### src/psegm_pkg.sv
// Register layout, encodings and carrier types of the general mask block.
package psegm_pkg;

	localparam int          NCH             = 8;
	localparam logic [7:0]  CMD_GENERAL_MASK = 8'h17;
	localparam logic [7:0]  GM_RESET        = 8'h80;
	localparam int          BIT_INT_EN      = 7;
	localparam int          BIT_ACC_WIDTH   = 5;
	localparam int          BIT_PRIO_FMT    = 4;
	localparam int          BIT_CLASS_CHG   = 3;
	localparam int          BIT_DETECT_CHG  = 2;
	localparam logic [3:0]  RESULT_RESET    = 4'h0;
	localparam logic [15:0] LIM_MIN_DEFAULT = 16'h0100;

	// Register access from the serial command decoder.
	typedef struct packed
	{
		logic       wr;
		logic       rd;
		logic [7:0] cmd;
		logic [7:0] wdata;
	} psegm_req_t;

	// Per-channel fault strobes.
	typedef struct packed
	{
		logic [NCH-1:0] current_limit_fault;
		logic [NCH-1:0] overload_fault;
		logic [NCH-1:0] signature_dropout_fault;
		logic [NCH-1:0] startup_fault;
	} psegm_fault_t;

	// Per-channel detection and classification completions.
	typedef struct packed
	{
		logic [NCH-1:0]     det_done;
		logic [NCH*4-1:0]   det_result;
		logic [NCH-1:0]     cls_done;
		logic [NCH*4-1:0]   cls_result;
	} psegm_result_t;

	typedef enum logic [2:0]
	{
		LIM_IDLE  = 3'b001,
		LIM_COUNT = 3'b010,
		LIM_FAULT = 3'b100
	} psegm_lim_state_t;

endpackage

### src/psegm_lim_timer.sv
// Per-channel current-limit fault timer; the timeout input is used as given, with no minimum.
`timescale 1ns/1ps
`default_nettype none
module psegm_lim_timer
(
	input  wire logic        mclk_i,
	input  wire logic        reset_i,
	input  wire logic        over_limit_i,
	input  wire logic [15:0] limit_fault_timeout_i,
	output logic             fault_o
);
	import psegm_pkg::*;

	psegm_lim_state_t state_q;
	psegm_lim_state_t state_d;
	logic [15:0]      cnt_q;
	logic [15:0]      cnt_d;
	logic             fault_q;
	logic             fault_d;

	// --------------------------------------------------------------
	// Timing
	// --------------------------------------------------------------
	always_comb
	begin
		state_d = state_q;
		cnt_d   = cnt_q;
		fault_d = 1'b0;
		unique case (state_q)
			LIM_IDLE:
			begin
				cnt_d = 16'h0000;
				if (over_limit_i)
					state_d = LIM_COUNT;
			end
			LIM_COUNT:
			begin
				// Counting ends when the count reaches the setting, or earlier if over-limit drops.
				if (!over_limit_i)
					state_d = LIM_IDLE;
				else if (cnt_q >= limit_fault_timeout_i)
				begin
					state_d = LIM_FAULT;
					fault_d = 1'b1;
				end
				else
					cnt_d = cnt_q + 16'h0001;
			end
			LIM_FAULT:
			begin
				if (!over_limit_i)
					state_d = LIM_IDLE;
			end
			default:
				state_d = LIM_IDLE;
		endcase
	end

	always_ff @(posedge mclk_i or posedge reset_i)
	begin
		if (reset_i)
		begin
			state_q <= LIM_IDLE;
			cnt_q   <= 16'h0000;
			fault_q <= 1'b0;
		end
		else
		begin
			state_q <= state_d;
			cnt_q   <= cnt_d;
			fault_q <= fault_d;
		end
	end

	assign fault_o = fault_q;
endmodule
`default_nettype wire

### src/psegm_top.sv
// General mask register, its effects on interrupt and events, and power status.
`timescale 1ns/1ps
`default_nettype none
module psegm_top
(
	input  wire logic                    mclk_i,
	input  wire logic                    reset_i,
	input  wire psegm_pkg::psegm_req_t   req_i,
	input  wire psegm_pkg::psegm_fault_t fault_i,
	input  wire psegm_pkg::psegm_result_t result_i,
	input  wire logic [7:0]              over_limit_i,
	input  wire logic [15:0]             limit_fault_timeout_i,
	input  wire logic [7:0]              power_on_i,
	input  wire logic [7:0]              int_pending_i,
	input  wire logic [7:0]              event_clear_i,
	output logic [7:0]                   rdata_o,
	output logic                         rvalid_o,
	output logic [7:0]                   general_mask_o,
	output logic                         interrupt_o,
	output logic                         access_16bit_o,
	output logic                         priority_3bit_o,
	output logic [7:0]                   power_good_flag_o,
	output logic [7:0]                   power_enable_flag_o,
	output logic [7:0]                   class_event_flag_o,
	output logic [7:0]                   detect_event_flag_o
);
	import psegm_pkg::*;

	logic [7:0]     gm_q;
	logic [7:0]     gm_d;
	logic [7:0]     rdata_q;
	logic [7:0]     rdata_d;
	logic           rvalid_q;
	logic           rvalid_d;
	logic           irq_q;
	logic           irq_d;
	logic [NCH-1:0] pg_q;
	logic [NCH-1:0] pg_d;
	logic [NCH-1:0] pe_q;
	logic [NCH-1:0] pe_d;
	logic [NCH-1:0] cls_q;
	logic [NCH-1:0] cls_d;
	logic [NCH-1:0] det_q;
	logic [NCH-1:0] det_d;
	logic [NCH*4-1:0] cls_last_q;
	logic [NCH*4-1:0] cls_last_d;
	logic [NCH*4-1:0] det_last_q;
	logic [NCH*4-1:0] det_last_d;
	logic [NCH-1:0] lim_fault;
	logic [NCH-1:0] any_fault;

	// --------------------------------------------------------------
	// Helpers
	// --------------------------------------------------------------
	// A completed cycle raises its flag, unless change-only is on and
	// the result repeats the previous one.
	function automatic logic event_hit(input logic done, input logic chg_only,
		input logic [3:0] now, input logic [3:0] last);
		event_hit = done && (!chg_only || (now != last));
	endfunction

	// Only the general mask command is decoded; other codes fall through.
	function automatic logic cmd_hit(input logic strobe,
		input logic [7:0] cmd);
		cmd_hit = strobe && (cmd == CMD_GENERAL_MASK);
	endfunction

	// Four-bit result field of one channel.
	function automatic logic [3:0] nibble(input logic [NCH*4-1:0] vec,
		input int ch);
		nibble = vec[ch*4 +: 4];
	endfunction

	// --------------------------------------------------------------
	// Current-limit timers
	// --------------------------------------------------------------
	// One timer per channel; all channels share one timeout setting.
	for (genvar g = 0; g < NCH; g++)
	begin : g_lim
		psegm_lim_timer u_lim
		(
			.mclk_i                (mclk_i),
			.reset_i               (reset_i),
			.over_limit_i          (over_limit_i[g]),
			.limit_fault_timeout_i (limit_fault_timeout_i),
			.fault_o               (lim_fault[g])
		);
	end

	assign any_fault = lim_fault | fault_i.current_limit_fault
		| fault_i.overload_fault | fault_i.signature_dropout_fault
		| fault_i.startup_fault;

	// --------------------------------------------------------------
	// Register access
	// --------------------------------------------------------------
	always_comb
	begin
		gm_d     = gm_q;
		rdata_d  = rdata_q;
		rvalid_d = 1'b0;
		// Unused bits are stored too, so a read returns what was written.
		if (cmd_hit(req_i.wr, req_i.cmd))
			gm_d = req_i.wdata;
		if (cmd_hit(req_i.rd, req_i.cmd))
		begin
			rdata_d  = gm_q;
			rvalid_d = 1'b1;
		end
	end

	always_ff @(posedge mclk_i or posedge reset_i)
	begin
		if (reset_i)
		begin
			gm_q     <= GM_RESET;
			rdata_q  <= 8'h00;
			rvalid_q <= 1'b0;
		end
		else
		begin
			gm_q     <= gm_d;
			rdata_q  <= rdata_d;
			rvalid_q <= rvalid_d;
		end
	end

	// --------------------------------------------------------------
	// Interrupt gate
	// --------------------------------------------------------------
	always_comb
	begin
		// Gated before the flop, so the pin cannot pulse once enable has been low for a cycle.
		irq_d = gm_q[BIT_INT_EN] && (|int_pending_i);
	end

	always_ff @(posedge mclk_i or posedge reset_i)
	begin
		if (reset_i)
			irq_q <= 1'b0;
		else
			irq_q <= irq_d;
	end

	// --------------------------------------------------------------
	// Power status and events
	// --------------------------------------------------------------
	always_comb
	begin
		pg_d       = pg_q;
		pe_d       = pe_q;
		cls_d      = cls_q & ~event_clear_i;
		det_d      = det_q & ~event_clear_i;
		cls_last_d = cls_last_q;
		det_last_d = det_last_q;
		for (int i = 0; i < NCH; i++)
		begin
			if (any_fault[i])
			begin
				// Fault wins over a port turning on in the same cycle.
				pg_d[i] = 1'b0;
				pe_d[i] = 1'b0;
			end
			else
			begin
				pg_d[i] = power_on_i[i];
				pe_d[i] = power_on_i[i] | pe_q[i];
			end
			// Events ignore the interrupt enable; set wins over clear.
			if (event_hit(result_i.cls_done[i], gm_q[BIT_CLASS_CHG],
				nibble(result_i.cls_result, i), nibble(cls_last_q, i)))
				cls_d[i] = 1'b1;
			if (event_hit(result_i.det_done[i], gm_q[BIT_DETECT_CHG],
				nibble(result_i.det_result, i), nibble(det_last_q, i)))
				det_d[i] = 1'b1;
			if (result_i.cls_done[i])
				cls_last_d[i*4 +: 4] = result_i.cls_result[i*4 +: 4];
			if (result_i.det_done[i])
				det_last_d[i*4 +: 4] = result_i.det_result[i*4 +: 4];
		end
	end

	always_ff @(posedge mclk_i or posedge reset_i)
	begin
		if (reset_i)
		begin
			pg_q       <= '0;
			pe_q       <= '0;
			cls_q      <= '0;
			det_q      <= '0;
			cls_last_q <= {NCH{RESULT_RESET}};
			det_last_q <= {NCH{RESULT_RESET}};
		end
		else
		begin
			pg_q       <= pg_d;
			pe_q       <= pe_d;
			cls_q      <= cls_d;
			det_q      <= det_d;
			cls_last_q <= cls_last_d;
			det_last_q <= det_last_d;
		end
	end

	assign rdata_o             = rdata_q;
	assign rvalid_o            = rvalid_q;
	assign general_mask_o      = gm_q;
	assign interrupt_o         = irq_q;
	assign access_16bit_o      = gm_q[BIT_ACC_WIDTH];
	assign priority_3bit_o     = gm_q[BIT_PRIO_FMT];
	assign power_good_flag_o   = pg_q;
	assign power_enable_flag_o = pe_q;
	assign class_event_flag_o  = cls_q;
	assign detect_event_flag_o = det_q;
endmodule
`default_nettype wire

### config.mk
export PLATFORM = sky130hd
export DESIGN_NAME = psegm_top
export DESIGN_NICKNAME = d
export VERILOG_FILES = /design/src/psegm_pkg.sv /design/src/psegm_lim_timer.sv /design/src/psegm_top.sv
export SDC_FILE = /design/constraint.sdc
export NUM_CORES = 1
export LEC_CHECK = 0
export BUFFER_PORTS_ARGS = -buffer_cell sky130_fd_sc_hd__buf_2
export CORE_ASPECT_RATIO = 1.5
export CORE_MARGIN = 5
export CORE_UTILIZATION = 30
export CTS_CLUSTER_DIAMETER = 30
export DETAILED_ROUTE_END_ITERATION = 8
export GPL_ROUTABILITY_DRIVEN = 0
export PLACE_DENSITY = 0.51
export SYNTH_ARGS = -nofsm -noshare
export SYNTH_HDL_FRONTEND = slang
export SYNTH_SLANG_ARGS = --single-unit
### constraint.sdc
create_clock -name mclk_i -period 9.4 [get_ports mclk_i]
set_input_delay 0.94 -clock mclk_i [delete_from_list [all_inputs] [get_ports mclk_i]]
set_output_delay 0.94 -clock mclk_i [all_outputs]
set_load 0.05 [all_outputs]
==> results by group, run 1 <==
Finish
  – Layout Cells excl Fill: roughly 2700
  – Net count, final: 2263
  – Share of cells above drive strength 1: 0.235
  – Layout filler cell count: roughly 5400
  – Area Overhead vs Synth: 26.5%
  – Post-Layout Inst Area: 20800 um2

Yosys
  – Post-synth cell types: 77
  – Post-synth ARST share: 1.00
  – Register area share after synthesis: 0.417
  – YS warnings: 0
  – Area share of the largest cell type after synthesis: 0.403
  – Synth Area in Compound Gates: 0.165
  – Simple-gate share of the synthesized area: 0.189
  – Avg Cell Area, Syn: 9.78 um2
  – Largest family of logic cells by synthesized area: simple AND/OR/NAND/NOR gates
  – Mux contribution to synthesized area: 0.0562
  – Syn Inst Count: 1683
  – Cell Area, Synth: roughly 16000 um2
  – Xor/xnor share of the synthesized area: 0.0399
  – Most used DFF post-synth: dfrtp_1
  – Synth top area cells: dfrtp_1, ha_1, mux2_2
  – Syn_nets: 1999
  – Adder-cell share of the synthesized area: 0.103
  – Largest area contributor in the netlist: dfrtp_1
  – Yosys reg bits: between 200 and 300
  – EDFF count, synth: 0

Worst setup path
  – CP peak stage delay: around 0.77 ns
  – Flop2flop setup slack: 6.16 ns
  – Cell family with most CP delay: compound AO/OA/AOI/OAI gates
  – Origin of the worst setup path: limit_fault_timeout_i[6]
  – CP Capture Type: register
  – CP Capture Point: g_lim[1].u_lim.cnt_q[12]
  – Crit. path cell count: 9
  – Critical path's slowest cell: and2_0
  – Crit Path Category: in -> reg
  – Startpoint Class: input pin
  – Crit-path cells: buf_2 -> inv_1 -> ha_1 -> a21o_1 -> a211o_1 -> o21bai_1 -> o221ai_2 -> and2_0 -> o21ai_0
  – Crit Reg-Reg Startpoint: g_lim[2].u_lim.state_q[1]
  – Data required time of the worst path: 9.82 ns
  – WP buf/inv: 2
  – RR Endpoint: g_lim[2].u_lim.cnt_q[5]
  – WP data arrival: 4.02 ns
  – R2R cell count: 6
  – Top fanout value on the critical path: 18

Route
  – Remaining antenna violation count: 0
  – Initial DRC count: 700
  – DR vias: 14300
  – Routed Wire Length: 49400 um
  – Vias per cell: 5.30
  – Routed length per instance: approximately 18 um
  – First drt pass iteration count: 5
  – Remaining DRCs: 0

STA
  – Final hold violations: 0
  – RSZ-0062 raised after global routing: no
  – Post-route setup TNS: 0 ns
  – Fmax: about 280 MHz
  – Worst Skew: 0.0182 ns
  – Final Setup Violations: 0
  – Setup ws final: 5.80 ns
  – Min cycle time layout: 3.60 ns
  – Max Slew Vio Count: 0
  – Tcrit/Tclk final: 0.383
  – Slew of the pin with the lowest slew margin: 1.08 ns
  – Max transition margin: 0.278

Clock network
  – # hold bufs at CTS: 0
  – TritonCTS Buffers: 77
  – CTS Root Cell: clkbuf_16
  – Clock transition at the registers of the reported paths: ~0.040 ns
  – Post-CTS Setup Bufs: 0
  – CTS Sinks: 274
  – CTS Buffer Depth: 3
  – PostCTS Resize Cnt: 0
  – Clock latency at the later pin of the worst-skew pair: 0.59 ns
  – H-tree level count: 3
  – CTS tree: done

Power and ir drop
  – Worst vdd ir: 0.134 mV
  – Leakage: between 0.009 and 0.01 uW
  – PD cells: 217 nW/um2

Floorplanning
  – Core Region: 54500 um2
  – Die H: about 300 um
  – Io pins: 232
  – Die area: 59800 um2
  – Chip width: 201 um
  – Starting density of the core: 0.302
  – Site row count: between 100 and 150

Global routing
  – Overflow after GRT: 0
  – Initial antenna violation count: 2
  – Largest net degree at the start of global routing: 166
  – First-pass GRT wire length: between 70000 and 80000 um
  – Vias in the first global route: 14700
  – Total Routing Usage GR: 0.163

Outcome
  – Status: completed

Worst hold path
  – Hold WC Path Type: reg -> reg

Place
  – Port Buffers: 231
  – HPWL Detailed: 35100 um
  – Post-Place Cells: 2563
  – Place WS: 5.17 ns
  – Cell Area, Placed: roughly 18000 um2

Job
  – Max_cap viols: 0
## cell type report
class,instances,area [um2],area share
Timing Repair Buffer,239,1230,0.0590
Tap cell,695,870,0.0417
Clock inverter,35,383,0.0184
Sequential cell,274,6870,0.330
Clock buffer,104,2140,0.103
Antenna cell,1,2.50,0.000120
Inverter,56,218,0.0105
Multi-Input combinational cell,1299,9120,0.438
## worst min path at each step
stage | from | end | slack [ns] | depth (start not counted)
global placement | rdata_o[4] | rdata_o[4] | 0.46 | 2
detailed placement | rdata_o[6] | rdata_o[6] | 0.46 | 2
CTS | rdata_o[6] | rdata_o[6] | 0.47 | 2
floorplan | g_lim[5].u_lim.cnt_q[15] | g_lim[5].u_lim.cnt_q[15] | 0.45 | 1
global route | rdata_o[3] | rdata_o[3] | 0.49 | 2
finish | rdata_o[6] | rdata_o[6] | 0.47 | 2
## cell usage in the layout, fill, tap and decap left out, types with 13 or more instances in the layout
cell       instances
dfrtp_1          265
buf_2            231
nand2_1          165
ha_1             136
o21ai_0          120
nor2_1            80
clkbuf_16         77
mux2_2            76
nand3_1           75
a21oi_1           65
a31oi_1           57
inv_1             54
xor2_1            53
nand2b_1          36
nand4_1           33
and3_1            31
nor3_1            26
o211ai_1          22
and2_1            22
o21a_1            22
xnor2_1           22
nor4_1            20
or3_1             19
clkinv_2          17
o41ai_1           16
clkbuf_1          16
a211o_1           14
o31ai_1           13
nor2b_1           13
## synth_stat cells, drive strengths merged (11+ instances only)
library cell and n:
ha 136, clkbuf 35, and3 31, nand4 33, nand2 165, o21ai 124, nor4 20, nor2 81
a31oi 58, xor2 53, a211o 14, nand4b 12, nor3b 11, o211ai 22, o41ai 16, nor3 27
nand2b 39, nor2b 13, or3 19, or4 11, o21a 22, xnor2 22, and2 23, buf 19
a32oi 12, a41oi 12, a21oi 65, dfrtp 265, o31ai 13, nand3 75, mux2 76, inv 55
## power by group
group          leakage (uW)  internal [uW]  switching, uW
registers           0.00358           1270            111
clock network       0.00124           1720            791
logic               0.00477            226            391
total               0.00960           3220           1290
## flip-flops by register name (all words and copies together), names as in the netlist, 8 cells and up
register / cells
class_event_flag_o: 8
rdata_o: 8
power_good_flag_o: 8
g_lim.u_lim.fault_o: 8
g_lim.u_lim.state_q: 24
detect_event_flag_o: 8
g_lim.u_lim.cnt_q: 128
det_last_q: 32
cls_last_q: 32
power_enable_flag_o: 8
general_mask_o: 8
## worst register-to-register path: stages, from the launching register on
cell and delay, ns:
dfrtp_1 0.92, nand2b_1 0.17, nor3_1 0.37, o21ai_0 0.31
or3_1 0.68, and2_1 0.35, a211o_1 0.32
## metal layers
layer | global-route usage | wire length (um)
met5 | 0 | 7
met4 | 0.0831 | 2150
met3 | 0.0422 | 3080
met2 | 0.289 | 25000
met1 | 0.179 | 19200
## stage by stage
| step | utilization | power, uW | hold slack (ns) |
|---|---|---|---|
| final | 0.382 | 4510 | 0.468 |
| after global routing | 0.382 | 4750 | 0.489 |
| after CTS | 0.382 | 4600 | 0.468 |
| after detailed placement | 0.336 | 2020 | 0.457 |
| after global placement | 0.336 | 2000 | 0.456 |
| after floorplan | - | 1830 | 0.449 |
## cell families after synthesis
group | Yosys count
AO/OA/AOI/OAI | 412
XOR/XNOR | 75
adder cells (fa/ha/maj) | 136
buffers and inverters | 110
flip-flops | 274
multiplexers | 83
AND/OR/NAND/NOR | 593
Note: power is estimated with default switching activity, not from simulation.
==> inputs of run 2 (changes only) <==
--- a/config.mk
+++ b/config.mk
@@ -5,6 +5,7 @@
 export SDC_FILE = /design/constraint.sdc
 export NUM_CORES = 1
 export LEC_CHECK = 0
+export ABC_AREA = 1
 export BUFFER_PORTS_ARGS = -buffer_cell sky130_fd_sc_hd__buf_2
 export CORE_ASPECT_RATIO = 1.5
 export CORE_MARGIN = 5
==> constraint.sdc (replaced) <==
create_clock -name mclk_i -period 3.4 [get_ports mclk_i]
set_input_delay 0.34 -clock mclk_i [delete_from_list [all_inputs] [get_ports mclk_i]]
set_output_delay 0.34 -clock mclk_i [all_outputs]
set_load 0.05 [all_outputs]
==> results by group, run 2 <==
Clock network
  – CTS Root Cell: clkbuf_16
  – CTS Buffer Depth: 3
  – CTS Sinks: 274
  – # hold bufs at CTS: 141
  – H-tree level count: 3
  – Post-CTS Setup Bufs: 0
  – Clock transition at the registers of the reported paths: 0.05 ns
  – PostCTS Resize Cnt: 0
  – Clock latency at the later pin of the worst-skew pair: 0.59 ns
  – CTS tree: done
  – TritonCTS Buffers: 68

Job
  – Max_cap viols: 0

Global routing
  – Initial antenna violation count: 0
  – Total Routing Usage GR: 0.163
  – Overflow after GRT: 0
  – First-pass GRT wire length: 87200 um
  – Vias in the first global route: approximately 18000
  – Largest net degree at the start of global routing: 74

STA
  – Tcrit/Tclk final: 0.676
  – Hold slack: 0.0528 ns
  – Final Setup Violations: 0
  – Min cycle time layout: 2.30 ns
  – Slew of the pin with the lowest slew margin: slightly above 0.8 ns
  – Final hold violations: 0
  – Worst Skew: 0.0217 ns
  – Max transition margin: 0.452
  – Max Slew Vio Count: 0
  – Fmax: 435 MHz
  – RSZ-0062 raised after global routing: no

Finish
  – Multi-input logic area: 9780 um2
  – Max FFs per register: 128
  – Net count, final: 3118
  – Commonest non-fill, non-tap cell in the layout: nand2_1
  – Post-Layout Inst Area: 23900 um2
  – Layout filler cell count: 6009
  – Commonest cells after routing, fill and taps aside: nand2_1, nor2_1, dfrtp_1
  – Area Overhead vs Synth: 32.6%
  – Layout Cells excl Fill: 3641
  – Largest registers: g_lim.u_lim.cnt_q (128), cls_last_q (32), det_last_q (32)
  – Storage cell area: 6870 um2
  – Share of cells above drive strength 1: 0.169
  – Antenna cell count: 0
  – Most flops, register: g_lim.u_lim.cnt_q

Yosys
  – Area share of the largest cell type after synthesis: 0.369
  – Avg Cell Area, Syn: 7.49 um2
  – Synth top area cells: dfrtp_1, nand2_1, ha_1
  – Synth cell count leaders: nand2_1, nor2_1, dfrtp_1
  – Yosys reg bits: 274
  – Post-synth ARST share: 1.00
  – Register area share after synthesis: 0.382
  – Most numerous cell in the Yosys netlist: nand2_1
  – Syn_nets: around 2700
  – Syn Inst Count: 2401
  – YS warnings: 0
  – Most used DFF post-synth: dfrtp_1
  – Largest area contributor in the netlist: dfrtp_1
  – Post-synth cell types: 41
  – Cell Area, Synth: 18000 um2
  – EDFF count, synth: 0

Worst setup path
  – Crit Path Category: reg -> reg
  – Crit-path cells: ha_1 -> nand2_1 -> inv_1 -> nand2_1 -> nor2_1 -> nor2_1 -> nand2_1 -> nand2_1 -> nand3_1 -> buf_4 -> nand2_1 -> nand2_1 -> nand2_1
  – Critical path's slowest cell: dfrtp_1
  – CP peak stage delay: 0.47 ns
  – CP Capture Type: register
  – Top fanout value on the critical path: 20
  – R2R cell count: 13
  – Startpoint Class: register
  – Worst path most repeated cell: nand2_1
  – Data required time of the worst path: approximately 3.9 ns
  – WP data arrival: 2.76 ns

Route
  – Remaining DRCs: 0
  – First drt pass iteration count: 5
  – Initial DRC count: 771
  – Routed length per instance: 14.7 um
  – Routed Wire Length: 53600 um
  – Vias per cell: 4.69
  – DR vias: 17100
  – Remaining antenna violation count: 0

Place
  – Post-Place Cells: 3375
  – Cell Area, Placed: between 15000 and 20000 um2
  – Port Buffers: 231
  – HPWL Detailed: 38400 um

Floorplanning
  – Die H: roughly 310 um
  – Io pins: 232
  – Die area: 65100 um2
  – Starting density of the core: 0.301
  – Site row count: 110
  – Core Region: ~60000 um2
  – Chip width: 210 um

Power and ir drop
  – Leakage: 0.0118 uW
  – Worst vdd ir: 0.506 mV
  – PnR Total Power: 13200 uW
  – PD cells: 553 nW/um2

Worst hold path
  – Worst Hold Path Cells: 2
  – Hold WC Path Type: in -> reg

Outcome
  – Status: completed
[run 2: cell types whose count changed after synthesis, sizes merged, moves of 39 or more]
cell	delta
nand2b	-39
nand3	+142
mux2	-48
inv	+208
a31oi	-58
nor2	+235
nand2	+524
[run 2: through the flow]
step | setup slack, ns | setup TNS [ns] | util
floorplan | -0.556 | -147.35 | -
global placement | 0.828 | 0 | 0.334
detailed placement | 0.758 | 0 | 0.334
CTS | 1.11 | 0 | 0.400
global route | 0.894 | 0 | 0.400
finish | 1.10 | 0 | 0.400
[run 2: cell type report]
| class | instances | share of cell area |
|---|---|---|
| multi-input cells | 1803 | 0.410 |
| flip-flops and latches | 274 | 0.288 |
| repair buffers | 392 | 0.116 |
| clock buffers | 81 | 0.0794 |
| inverters | 263 | 0.0415 |
| well taps | 784 | 0.0411 |
| clock inverters | 44 | 0.0245 |
[run 2: final timing paths]
| kind | from | endpoint | slack [ns] |
|---|---|---|---|
| setup / recovery | g_lim[4].u_lim.cnt_q[5] | g_lim[4].u_lim.cnt_q[7] | 1.10 |
| hold / removal | result_i[20] | cls_last_q[20] | 0.05 |
| setup reg to reg | g_lim[4].u_lim.cnt_q[5] | g_lim[4].u_lim.cnt_q[7] | 1.10 |
| hold reg to reg | rdata_o[5] | rdata_o[5] | 0.47 |
| max in group asynchronous | reset_i | g_lim[0].u_lim.state_q[0] | 2.08 |
| min in group asynchronous | reset_i | g_lim[5].u_lim.cnt_q[1] | 0.45 |
[run 2: logic make-up after synthesis]
group | after synthesis | share of synthesized area
adders and majority gates | 136 | 0.0946
DFF | 274 | 0.382
muxes | 28 | 0.0175
AOI/OAI and AO/OA | 200 | 0.0592
and+or+nand+nor | 1340 | 0.324
xor gates and xnor gates | 99 | 0.0482
buffers and inverters | 324 | 0.0748
[run 2: metal layers]
metal | wire, um | track usage | up-vias
li1 | - | - | 8556
met1 | 21700 | 0.181 | 7961
met2 | 26900 | 0.298 | 444
met3 | 2720 | 0.0310 | 133
met4 | 2290 | 0.0823 | 0
met5 | 0 | 0 | -
[run 2: worst max-delay path: cells and delay by family (launching register included)]
family,cells,cell delay [ns]
simple gates,10,1.09
flops,1,0.47
buf+inv,2,0.29
fa+ha+maj,1,0.34
[run 2: power breakdown]
group | leakage, uW | switching [uW] | internal, uW
sequential | 0.00358 | 211 | 3560
clock | 0.00120 | 2150 | 4830
combinational | 0.00704 | 1740 | 721
total | 0.0118 | 4100 | 9110
